### src/shared/pixel_seq_defs.svh
// constants for the ccd pixel sequencer
`ifndef PIXEL_SEQ_DEFS_SVH
`define PIXEL_SEQ_DEFS_SVH
`define ADR_LINE_PATTERN  3'h7
`define AREA_EN_BIT       0
`define CH_SEL_LO         6
`define CH_SEL_HI         7
`define LAT_OUT           6
`define LAT_BUS_TRI       9
`define LAT_BUS_MONO      7
`define CH_RED            2'h0
`define CH_GREEN          2'h1
`define CH_BLUE           2'h2
`endif

### src/shared/pixel_seq_pkg.sv
// types for the ccd pixel sequencer
package pixel_seq_pkg;
  typedef enum logic [2:0] {
    MODE_TRI_CDS  = 3'b000,
    MODE_TRI_SHA  = 3'b001,
    MODE_MONO_CDS = 3'b010,
    MODE_MONO_SHA = 3'b011,
    MODE_AREA     = 3'b100
  } op_mode_t;
endpackage

### src/rtl/skid_buffer.sv
// two-entry valid/ready buffer on the output data path
`timescale 1ns/10ps
`default_nettype none
module skid_buffer #(
  parameter int W = 12
) (
  input  wire logic         ref_clk,
  input  wire logic         sys_rst,
  input  wire logic         in_valid,
  output logic              in_ready,
  input  wire logic [W-1:0] in_data,
  output logic              out_valid,
  input  wire logic         out_ready,
  output logic [W-1:0]      out_data
);
  logic [W-1:0] mem_q [2];
  logic         wr_q;
  logic         rd_q;
  logic [1:0]   cnt_q;
  logic         push;
  logic         pop;

  assign in_ready  = (cnt_q != 2'h2);
  assign out_valid = (cnt_q != 2'h0);
  assign out_data  = mem_q[rd_q];
  assign push      = in_valid && in_ready;
  assign pop       = out_valid && out_ready;

  always_ff @(posedge ref_clk) begin
    if (push) begin
      mem_q[wr_q] <= in_data;
    end
  end

  always_ff @(posedge ref_clk) begin
    if (sys_rst) begin
      wr_q  <= 1'b0;
      rd_q  <= 1'b0;
      cnt_q <= 2'h0;
    end else begin
      if (push) begin
        wr_q <= ~wr_q;
      end
      if (pop) begin
        rd_q <= ~rd_q;
      end
      cnt_q <= cnt_q + {1'b0, push} - {1'b0, pop};
    end
  end
endmodule
`default_nettype wire

### src/rtl/ccd_pixel_sequencer.sv
// ccd front-end sequencing and post-conversion pixel pipeline
// What this block does
// - sample-and-hold modes sample on reset strobe falling edge; video strobe held low.
// - three-channel modes step multiplexer red, green, blue, repeating.
// - sample gets odd/even offset, minus offset bus, times 1 + gain bus/2^GW.
// - three-channel: output 6 cycles after sample, bus values 9 cycles.
// - single-channel and area modes: output 6 cycles, bus values 7 cycles.
// - marker low resets: red channel selected in three-channel modes, even pixel expected next.
// - three-channel: first set even after marker rises, then sets alternate.
// - single-channel: config bits 6 and 7 pick the fixed input.
// - single-channel: odd/even alternates every pixel, starting even.
// - writing one to bit 0 of register 7 enables area mode.
// - area mode: all pixels even, using even offset registers.
// - area mode lines alternate green/red type and blue/green type.
// - rewriting area enable during marker low restarts green-first line.
// - area mode red and blue go through blue channel settings.
// - area mode multiplexer cycles between green and blue inputs.
// - odd/even offsets are two's complement, -128 to +127.
// - offset bus latched on rising clock edge, subtracted unsigned.
// - per-colour register writes go to colour named by colour pointer.
`timescale 1ns/10ps
`default_nettype none
`include "pixel_seq_defs.svh"
module ccd_pixel_sequencer #(
  parameter int DW  = 12,
  parameter int OW  = 10,
  parameter int GW  = 12
) (
  input  wire logic                     ref_clk,
  input  wire logic                     sys_rst,
  input  wire pixel_seq_pkg::op_mode_t  op_mode,
  input  wire logic [7:0]               config_reg,
  input  wire logic [1:0]               color_ptr,
  input  wire logic                     reg_wr,
  input  wire logic [2:0]               reg_addr,
  input  wire logic [7:0]               reg_wdata,
  input  wire logic                     odd_ofs_wr,
  input  wire logic                     even_ofs_wr,
  input  wire logic                     reset_level_strobe,
  input  wire logic                     video_level_strobe,
  input  wire logic                     line_start_marker,
  input  wire logic [DW-1:0]            adc_code,
  input  wire logic [OW-1:0]            offset_bus,
  input  wire logic [GW-1:0]            gain_bus,
  input  wire logic                     dout_ready,
  output logic                          sample_take,
  output logic [1:0]                    mux_sel,
  output logic                          clamp_allowed,
  output logic [7:0]                    line_pattern_mode_control_q,
  output logic                          dout_valid,
  output logic [DW-1:0]                 dout,
  output logic                          in_stall
);
  // ==========================================================
  // state
  // ==========================================================
  localparam int MAXL = `LAT_BUS_TRI;
  logic [2:0]  strobe_sync_q;
  logic [1:0]  marker_sync_q;
  logic        even_q;
  logic [1:0]  color_q;
  logic        area_line_q;
  logic        area_restart_q;
  logic        marker_prev_q;
  logic signed [7:0] odd_ofs_q  [3];
  logic signed [7:0] even_ofs_q [3];
  logic [DW-1:0] code_pipe_q [MAXL];
  logic [OW-1:0] ofs_pipe_q  [MAXL];
  logic [GW-1:0] gain_pipe_q [MAXL];
  logic [1:0]    col_pipe_q  [MAXL];
  logic          par_pipe_q  [MAXL];
  logic [MAXL-1:0] vld_pipe_q;
  logic [DW-1:0] stage_q;
  logic          stage_vld_q;
  logic          sha_mode;
  logic          tri_mode;
  logic          area_mode;
  logic          strobe_fall;
  logic          buf_ready;
  logic          buf_valid;
  logic [DW-1:0] buf_data;
  logic          new_pixel;
  logic          par_q;
  logic          buf_push;
  logic          buf_pop;

  assign sha_mode  = (op_mode == pixel_seq_pkg::MODE_TRI_SHA) ||
                     (op_mode == pixel_seq_pkg::MODE_MONO_SHA);
  assign tri_mode  = (op_mode == pixel_seq_pkg::MODE_TRI_CDS) ||
                     (op_mode == pixel_seq_pkg::MODE_TRI_SHA);
  assign area_mode = line_pattern_mode_control_q[`AREA_EN_BIT];

  // correction arithmetic: odd/even add, bus subtract, gain multiply
  function automatic logic [DW-1:0] correct(input logic [DW-1:0] code,
                                            input logic signed [7:0] oe,
                                            input logic [OW-1:0] ofs,
                                            input logic [GW-1:0] gn);
    logic signed [DW+2:0] s;
    logic [DW+GW+1:0]     p;
    s = $signed({3'b000, code}) + oe;
    s = s - $signed({{(DW+3-OW){1'b0}}, ofs});
    if (s < 0) begin
      s = '0;
    end
    // gain: 1 + g/2^GW, done as code + code*g >> GW
    p = {{(GW+1){1'b0}}, s[DW:0]} * {{(DW+2){1'b0}}, gn};
    p = (p >> GW) + {{(GW+1){1'b0}}, s[DW:0]};
    if (p > {{(GW+2){1'b0}}, {DW{1'b1}}}) begin
      correct = {DW{1'b1}};
    end else begin
      correct = p[DW-1:0];
    end
  endfunction

  // ==========================================================
  // pin synchronisers
  // ==========================================================
  always_ff @(posedge ref_clk) begin
    if (sys_rst) begin
      strobe_sync_q <= 3'h0;
      marker_sync_q <= 2'h0;
    end else begin
      strobe_sync_q <= {strobe_sync_q[1:0], reset_level_strobe};
      marker_sync_q <= {marker_sync_q[0], line_start_marker};
    end
  end

  // sha modes: reset strobe alone clocks sampling on its falling edge
  assign strobe_fall = strobe_sync_q[2] && !strobe_sync_q[1];
  // cds modes sample once per converter clock, video strobe unused here
  assign new_pixel   = (sha_mode ? strobe_fall : 1'b1) && !in_stall;

  // ==========================================================
  // configuration registers
  // ==========================================================
  always_ff @(posedge ref_clk) begin
    if (sys_rst) begin
      line_pattern_mode_control_q <= 8'h00;
      area_restart_q              <= 1'b0;
    end else begin
      if (reg_wr && reg_addr == `ADR_LINE_PATTERN) begin
        line_pattern_mode_control_q <= reg_wdata;
        // rewrite during marker low restarts the green-first line type
        area_restart_q <= reg_wdata[`AREA_EN_BIT] && !marker_sync_q[1];
      end else if (marker_sync_q[1]) begin
        area_restart_q <= 1'b0;
      end
    end
  end

  always_ff @(posedge ref_clk) begin
    if (sys_rst) begin
      for (int i = 0; i < 3; i++) begin
        odd_ofs_q[i]  <= 8'sh00;
        even_ofs_q[i] <= 8'sh00;
      end
    end else begin
      if (odd_ofs_wr && color_ptr != 2'h3) begin
        odd_ofs_q[color_ptr] <= $signed(reg_wdata);
      end
      if (even_ofs_wr && color_ptr != 2'h3) begin
        even_ofs_q[color_ptr] <= $signed(reg_wdata);
      end
    end
  end

  // clamp is only meaningful in cds modes
  always_ff @(posedge ref_clk) begin
    if (sys_rst) begin
      clamp_allowed <= 1'b0;
    end else begin
      clamp_allowed <= !sha_mode;
    end
  end

  // ==========================================================
  // multiplexer and odd/even sequencing
  // ==========================================================
  always_ff @(posedge ref_clk) begin
    if (sys_rst) begin
      color_q       <= `CH_RED;
      even_q        <= 1'b1;
      area_line_q   <= 1'b0;
      marker_prev_q <= 1'b0;
    end else begin
      marker_prev_q <= marker_sync_q[1];
      if (!marker_sync_q[1]) begin
        even_q <= 1'b1;
        if (area_mode) begin
          // line type toggles at each marker fall, forced by restart
          if (area_restart_q) begin
            area_line_q <= 1'b0;
          end else if (marker_prev_q) begin
            area_line_q <= ~area_line_q;
          end
          // settles one clock after the fall; marker must stay low two clocks
          color_q <= area_line_q ? `CH_BLUE : `CH_GREEN;
        end else if (tri_mode) begin
          color_q <= `CH_RED;
        end else begin
          color_q <= config_reg[`CH_SEL_HI:`CH_SEL_LO];
        end
      end else if (new_pixel) begin
        if (area_mode) begin
          even_q <= 1'b1;
          // area pixels: green/blue inputs; red shares blue path
          if (color_q == `CH_GREEN) begin
            color_q <= `CH_BLUE;
          end else begin
            color_q <= `CH_GREEN;
          end
        end else if (tri_mode) begin
          case (color_q)
            `CH_RED:   color_q <= `CH_GREEN;
            `CH_GREEN: color_q <= `CH_BLUE;
            default: begin
              color_q <= `CH_RED;
              even_q  <= ~even_q;
            end
          endcase
        end else begin
          color_q <= config_reg[`CH_SEL_HI:`CH_SEL_LO];
          even_q  <= ~even_q;
        end
      end
    end
  end

  // held under stall so a pending pixel keeps its colour and parity
  always_ff @(posedge ref_clk) begin
    if (sys_rst) begin
      mux_sel     <= `CH_RED;
      sample_take <= 1'b0;
      par_q       <= 1'b1;
    end else if (!in_stall) begin
      sample_take <= new_pixel && marker_sync_q[1];
      par_q       <= even_q || area_mode;
      mux_sel     <= color_q;
    end
  end

  // ==========================================================
  // latency pipeline
  // ==========================================================
  // samples enter at depth 0; bus values are taken so they meet the
  // sample at the multiplier after the mode's bus latency
  always_ff @(posedge ref_clk) begin
    if (sys_rst) begin
      vld_pipe_q <= '0;
    end else if (!in_stall) begin
      vld_pipe_q <= {vld_pipe_q[MAXL-2:0], sample_take};
    end
  end

  generate
    for (genvar k = 0; k < MAXL; k++) begin : g_pipe
      always_ff @(posedge ref_clk) begin
        if (!in_stall) begin
          if (k == 0) begin
            code_pipe_q[k] <= adc_code;
            col_pipe_q[k]  <= mux_sel;
            par_pipe_q[k]  <= par_q;
            ofs_pipe_q[k]  <= offset_bus;
            gain_pipe_q[k] <= gain_bus;
          end else begin
            code_pipe_q[k] <= code_pipe_q[k-1];
            col_pipe_q[k]  <= col_pipe_q[k-1];
            par_pipe_q[k]  <= par_pipe_q[k-1];
            ofs_pipe_q[k]  <= ofs_pipe_q[k-1];
            gain_pipe_q[k] <= gain_pipe_q[k-1];
          end
        end
      end
    end
  endgenerate

  // ==========================================================
  // correction stage
  // ==========================================================
  always_ff @(posedge ref_clk) begin
    if (sys_rst) begin
      stage_vld_q <= 1'b0;
      stage_q     <= '0;
    end else if (!in_stall) begin
      stage_vld_q <= vld_pipe_q[`LAT_OUT-2];
      if (tri_mode && !area_mode) begin
        stage_q <= correct(code_pipe_q[`LAT_OUT-2],
                           par_pipe_q[`LAT_OUT-2]
                             ? even_ofs_q[col_pipe_q[`LAT_OUT-2]]
                             : odd_ofs_q[col_pipe_q[`LAT_OUT-2]],
                           ofs_pipe_q[`LAT_BUS_TRI-2],
                           gain_pipe_q[`LAT_BUS_TRI-2]);
      end else begin
        stage_q <= correct(code_pipe_q[`LAT_OUT-2],
                           par_pipe_q[`LAT_OUT-2]
                             ? even_ofs_q[col_pipe_q[`LAT_OUT-2]]
                             : odd_ofs_q[col_pipe_q[`LAT_OUT-2]],
                           ofs_pipe_q[`LAT_BUS_MONO-2],
                           gain_pipe_q[`LAT_BUS_MONO-2]);
      end
    end
  end

  // ==========================================================
  // output buffer; a receiver stall freezes the pipeline
  // ==========================================================
  assign buf_push = stage_vld_q && !in_stall && buf_ready;
  assign buf_pop  = buf_valid && (dout_ready || !dout_valid);

  skid_buffer #(
    .W (DW)
  ) u_buf (
    .ref_clk   (ref_clk),
    .sys_rst   (sys_rst),
    .in_valid  (stage_vld_q && !in_stall),
    .in_ready  (buf_ready),
    .in_data   (stage_q),
    .out_valid (buf_valid),
    .out_ready (dout_ready || !dout_valid),
    .out_data  (buf_data)
  );

  always_ff @(posedge ref_clk) begin
    if (sys_rst) begin
      in_stall   <= 1'b0;
      dout_valid <= 1'b0;
      dout       <= '0;
    end else begin
      // full as of this edge, so no word is ever offered to a full buffer
      in_stall <= (!buf_ready && !buf_pop) ||
                  (buf_ready && buf_valid && buf_push && !buf_pop);
      if (dout_ready || !dout_valid) begin
        dout_valid <= buf_valid;
        dout       <= buf_data;
      end
    end
  end
endmodule
`default_nettype wire

### config.mk
export PLATFORM = sky130hd
export DESIGN_NAME = ccd_pixel_sequencer
export DESIGN_NICKNAME = d
export VERILOG_FILES = /design/src/shared/pixel_seq_pkg.sv /design/src/rtl/skid_buffer.sv /design/src/rtl/ccd_pixel_sequencer.sv
export VERILOG_INCLUDE_DIRS = /design/src /design/src/shared
export SDC_FILE = /design/constraint.sdc
export NUM_CORES = 1
export LEC_CHECK = 0
export BUFFER_PORTS_ARGS = -buffer_cell sky130_fd_sc_hd__clkbuf_2
export CAP_MARGIN = 20
export CORE_MARGIN = 10
export CORE_UTILIZATION = 35
export DETAILED_ROUTE_END_ITERATION = 16
export SYNTH_ARGS = -nofsm -noshare
export SYNTH_HDL_FRONTEND = slang
export SYNTH_SLANG_ARGS = --single-unit
export TNS_END_PERCENT = 30
### constraint.sdc
create_clock -name ref_clk -period 24.3 [get_ports ref_clk]
set_input_delay 2.43 -clock ref_clk [delete_from_list [all_inputs] [get_ports ref_clk]]
set_output_delay 2.43 -clock ref_clk [all_outputs]
set_load 0.005 [all_outputs]
==> flow_metrics.py, run 1 <==
metrics = {
    "route": {
        "vias": 15900,
        "drtPass1Iterations": 5,
        "drt-wirelength-per-cell_um": 16.1,
        "via_per_inst": 4.83,
        "drc": 0,
        "drtIter0Drc": 899,
        "ant_nets": 0,
        "routed_wl_mm": 53.1,
    },
    "synthesis": {
        "synth_cell_types": 75,
        "synth.avg_cell_area_sq_um": 11.7,
        "synth-seq-area-share": 0.442,
        "ys_seq_elements": 399,
        "synth-edff-count": 339,
        "ys_warn_count": 0,
        "synthCells": 2207,
        "synth_area_sq_mm": 0.0258,
        "ys.flop_type": "edfxtp_1",
        "synthArstFlopShare": 0,
    },
    "sta": {
        "fin_worst_skew_ps": 23.6,
        "layout_min_cycle_time_ps": 13190,
        "timing.final.hold_violations": 0,
        "grt_setup_unrepaired": "false",
        "fmax_mhz": 75.8,
        "final.setup.tns_ps": 0,
        "fin_crit_sh": 0.543,
        "slew-limit-headroom": 0.289,
        "worst_slew_pin_slew_ps": 1060,
        "drv_slew": 0,
        "setup_viol": 0,
    },
    "critical_path": {
        "crit_arrival_ps": 13660,
        "crit_fanout": 16,
        "critPathMaxStageDelay_ps": 880,
        "critical_path_class": "reg -> reg",
        "start_kind": "flip-flop",
        "cp-end-kind": "flip-flop",
        "slowest_stage": "edfxtp_1",
        "reg2reg_to": "stage_q[8]",
        "crit_required_ps": 24770,
        "critPathLaunch": "col_pipe_q[0][9]",
        "r2r.worst_path.cells": 49,
        "r2r-start": "col_pipe_q[0][9]",
        "reg2reg_slack_ps": 11110,
    },
    "cts": {
        "cts-root-buf": "clkbuf_16",
        "clkTransAtPathRegs_ps": 60,
        "cts_setup_buffers": 0,
        "holdBufCountCts": 0,
        "insertion_delay_ps": 580,
        "cts.sinks": 399,
        "ctsResizeCount": 0,
        "cts_tree": "yes",
        "htreeDepth": 2,
        "numCtsBuffers": 42,
        "clock_path_buffers": 3,
    },
    "floorplan": {
        "ios": 93,
        "die_x_um": 291,
        "die_h_um": 291,
        "row_count": 99,
        "start_util": 0.353,
        "core-area_sq_mm": 0.0730,
        "die_area_sq_mm": 0.0849,
    },
    "status": {
        "status": "completed",
    },
    "min_path": {
        "hold_path.class": "reg -> reg",
        "hold_end": "ofs_pipe_q[0][36]",
        "holdCritStartpoint": "ofs_pipe_q[0][26]",
        "hold_depth": 0,
    },
    "grt": {
        "grt.overflow.total": 0,
        "antenna_found_initial": 0,
        "grt_pass1_wl_mm": 87.4,
        "grt_pass1_vias": 16800,
        "grt_max_degree": 93,
        "grt_usage": 0.125,
    },
    "flow_run": {
        "drv_cap": 0,
    },
    "final_layout": {
        "drive_gt1_frac": 0.102,
        "syn_to_final_growth_pct": 12.1,
        "design_area_sq_mm": 0.0289,
        "diodes": 0,
        "nets": 2772,
    },
    "placement": {
        "gp_congestion": 0.851,
        "dp_hpwl_mm": 39.0,
        "placed_cell_area_sq_mm": 0.0273,
        "port_buffers": 85,
    },
}
==> metal layers <==
| layer | global-route usage | share of wire |
|---|---|---|
| met1 | 0.155 | 0.43 |
| met2 | 0.220 | 0.50 |
| met3 | 0.0170 | 0.041 |
| met4 | 0.0415 | 0.030 |
| met5 | 0 | 0 |
==> cells by family after synthesis <==
logic type      after synthesis  share of synthesized area
simple gates                630                      0.121
buf+inv                     404                     0.0604
fa+ha+maj                   402                      0.260
flops                       399                      0.442
compound gates              257                     0.0666
xor+xnor                     68                     0.0241
mux                          46                     0.0264
other cells                   1                   0.000146
==> stage by stage <==
stage / worst slack (ps) / instances / util / hold slack, ps
2_1_floorplan: 12490 / 2222 / - / 400
3_3_place_gp: 11290 / 3215 / 0.375 / 400
3_5_place_dp: 11100 / 3216 / 0.375 / 405
4_1_cts: 11040 / 3294 / 0.395 / 409
5_1_grt: 10260 / 3296 / 0.396 / 415
6_report: 11110 / 3296 / 0.396 / 412
==> critical path, delay by kind of cell (launching register included) <==
kind | cells | cell delay [ps]
compound gates | 18 | 4220
xor+xnor | 2 | 320
fa+ha+maj | 10 | 3940
buf+inv | 6 | 590
flops | 1 | 880
mux | 2 | 700
simple gates | 11 | 2380
==> cell usage after synthesis (all sizes together) (17+ instances only) <==
| master | n | area share |
|---|---|---|
| nor3 | 22 | 0.0052 |
| edfxtp | 339 | 0.40 |
| buf | 35 | 0.0067 |
| nand2 | 260 | 0.038 |
| a21o | 27 | 0.0079 |
| inv | 324 | 0.047 |
| nor2 | 80 | 0.012 |
| xor2 | 17 | 0.0058 |
| ha | 179 | 0.087 |
| a21oi | 95 | 0.019 |
| dfxtp | 60 | 0.047 |
| o21ai | 35 | 0.0068 |
| and2 | 162 | 0.039 |
| clkbuf | 45 | 0.0066 |
| a211oi | 22 | 0.0068 |
| mux2i | 24 | 0.0098 |
| nor2b | 24 | 0.0058 |
| fa | 223 | 0.17 |
| xnor2 | 51 | 0.018 |
==> registers in the layout (all words and copies together) (netlist names), 3 cells and up <==
register,flops
code_pipe_q,60
odd_ofs_q,32
u_buf.mem_q,24
par_pipe_q,5
dout,12
even_ofs_q,32
line_pattern_mode_control_q,8
ofs_pipe_q,80
strobe_sync_q,3
col_pipe_q,10
gain_pipe_q,96
stage_q,12
vld_pipe_q,5
==> final cells by class <==
cell class / count / area (sq um)
tap: 959 / 1200
timing repair buffer: 117 / 689
clock inverter: 27 / 380
multi-input combinational: 1419 / 12900
fill: 6823 / 44100
sequential: 399 / 11400
inverter: 324 / 1220
clock buffer: 51 / 1120
==> cells in the final DEF, fill, tap and decap left out, types with 9 or more instances in the layout <==
cell type    n
mux2i_1     23
xnor2_1     49
nand3_1     15
edfxtp_1   339
a21o_1      27
o211ai_1    10
a21oi_1     93
a211oi_1    20
nand2_1    260
o21ai_0     28
conb_1      16
inv_1      322
or2_2       10
nand2b_1    16
mux4_2      16
clkbuf_16   43
fa_1       223
xor2_1      17
nor2b_1     24
clkinv_1     9
clkbuf_2    85
o21bai_1    13
nor2_1      80
ha_1       179
nor3_1      16
dfxtp_1     60
buf_4       30
o221a_2      9
and2_1     161
==> worst max-delay path by stage <==
| stage | endpoint | slack, ps | cells after the start |
|---|---|---|---|
| finish | stage_q[8] | 11110 | 49 |
| global route | stage_q[8] | 10260 | 49 |
| CTS | stage_q[8] | 11040 | 47 |
| detailed placement | stage_q[4] | 11100 | 47 |
| global placement | stage_q[0] | 11290 | 47 |
| floorplan | stage_q[9] | 12490 | 50 |
Power of run 1 is left out: the tool's default activity adds up to more than one toggle a clock period on the data nets, which glitch-free logic cannot reach.
==> run 2, diff against run 1 <==
clock period = 13.4 ns   (was 24.3 ns; I/O delays follow)
==> flow_metrics.py, run 2 (synthesis results as in run 1) <==
metrics = {
    "status": {
        "status": "completed",
    },
    "grt": {
        "grt.overflow.total": 0,
        "grt_pass1_wl_mm": 88.1,
        "grt_pass1_vias": 16600,
        "grt_max_degree": 107,
        "grt_usage": 0.126,
        "antenna_found_initial": 0,
    },
    "route": {
        "ant_nets": 0,
        "routed_wl_mm": 53.9,
        "drtIter0Drc": 976,
        "drt-wirelength-per-cell_um": 16.4,
        "drtPass1Iterations": 5,
        "via_per_inst": 4.82,
        "vias": 15900,
        "drc": 0,
    },
    "cts": {
        "htreeDepth": 2,
        "cts.sinks": 399,
        "cts_tree": "yes",
        "clock_path_buffers": 3,
        "insertion_delay_ps": 560,
        "holdBufCountCts": 0,
        "numCtsBuffers": 41,
        "clkTransAtPathRegs_ps": 60,
        "cts-root-buf": "clkbuf_16",
    },
    "critical_path": {
        "start_kind": "flip-flop",
        "crit_arrival_ps": 13010,
        "crit_required_ps": 13900,
        "cp-end-kind": "flip-flop",
        "critical_path_class": "reg -> reg",
        "crit_fanout": 13,
        "critPathMaxStageDelay_ps": 610,
        "crit_path_frequent_cell": "fa_1",
        "path_delay_family": "compound AO/OA/AOI/OAI gates",
        "r2r-start": "col_pipe_q[0][8]",
        "slowest_stage": "fa_1",
        "crit_buf_inv": 5,
        "critPathLaunch": "col_pipe_q[0][8]",
    },
    "floorplan": {
        "die_x_um": 291,
        "start_util": 0.353,
        "ios": 93,
        "row_count": 99,
        "die_area_sq_mm": 0.0849,
        "core-area_sq_mm": 0.0730,
        "die_h_um": 291,
    },
    "final_layout": {
        "layout_common_cells": "339 x edfxtp_1, 322 x inv_1, 259 x nand2_1",
        "final_cells": 3298,
        "largest_register_ffs": 96,
        "reg_top3": "gain_pipe_q (96), ofs_pipe_q (80), code_pipe_q (60)",
        "drive_gt1_frac": 0.109,
        "top_register": "gain_pipe_q",
        "nets": 2776,
        "final_common_cell": "edfxtp_1",
        "diodes": 0,
        "final_util": 0.395,
        "syn_to_final_growth_pct": 11.9,
    },
    "sta": {
        "slew-limit-headroom": 0.301,
        "timing.final.hold_violations": 0,
        "worst_slew_pin_slew_ps": 1040,
        "fmax_mhz": 80.0,
        "layout_min_cycle_time_ps": 12510,
        "final.setup.tns_ps": 0,
        "setup_viol": 0,
        "grt_setup_unrepaired": "false",
        "fin_worst_skew_ps": 28.4,
        "setup_ws_ps": 892,
        "drv_slew": 0,
        "fin_crit_sh": 0.933,
    },
    "placement": {
        "placed_cells": 3219,
        "dp_slack_ps": 523,
        "dp_hpwl_mm": 39.9,
        "gp_congestion": 0.860,
        "port_buffers": 85,
    },
    "min_path": {
        "hold_path.class": "reg -> reg",
        "holdCritStartpoint": "code_pipe_q[0][35]",
    },
    "flow_run": {
        "drv_cap": 0,
    },
}
==> run 2: path summary, 6_finish.rpt <==
kind	depth (start not counted)	slack, ps	to
hold / removal	0	410	code_pipe_q[0][47]
setup / recovery	48	890	stage_q[4]
setup reg to reg	48	890	stage_q[4]
hold reg to reg	0	410	code_pipe_q[0][47]
==> run 2: per-layer routing <==
layer  global-route usage  routed length, um  up-vias
met4               0.0470               1690        0
li1                     -                  -     7540
met3               0.0171               2060      101
met1                0.158              23400     7919
met5                    0                  0        -
met2                0.219              26800      333
==> run 2: timing repair <==
item / CTS / global route
setup endpoints to repair: 0 / 12
buffers inserted: 0 / 2
gates resized for setup: 0 / 14
==> run 2: final cells by class <==
cell class | count | area, sq um
Sequential cell | 399 | 11400
Clock inverter | 22 | 249
Fill cell | 6847 | 44100
Timing Repair Buffer | 122 | 703
Clock buffer | 53 | 1130
Inverter | 324 | 1220
Multi-Input combinational cell | 1419 | 13000
Tap cell | 959 | 1200
==> run 2: metrics by stage <==
stage,hold slack (ps),area [sq um]
finish,408,28800
global route,412,28800
CTS,406,28800
detailed placement,405,27400
global placement,401,27400
floorplan,400,25800
Power of run 2 is left out for the same reason.
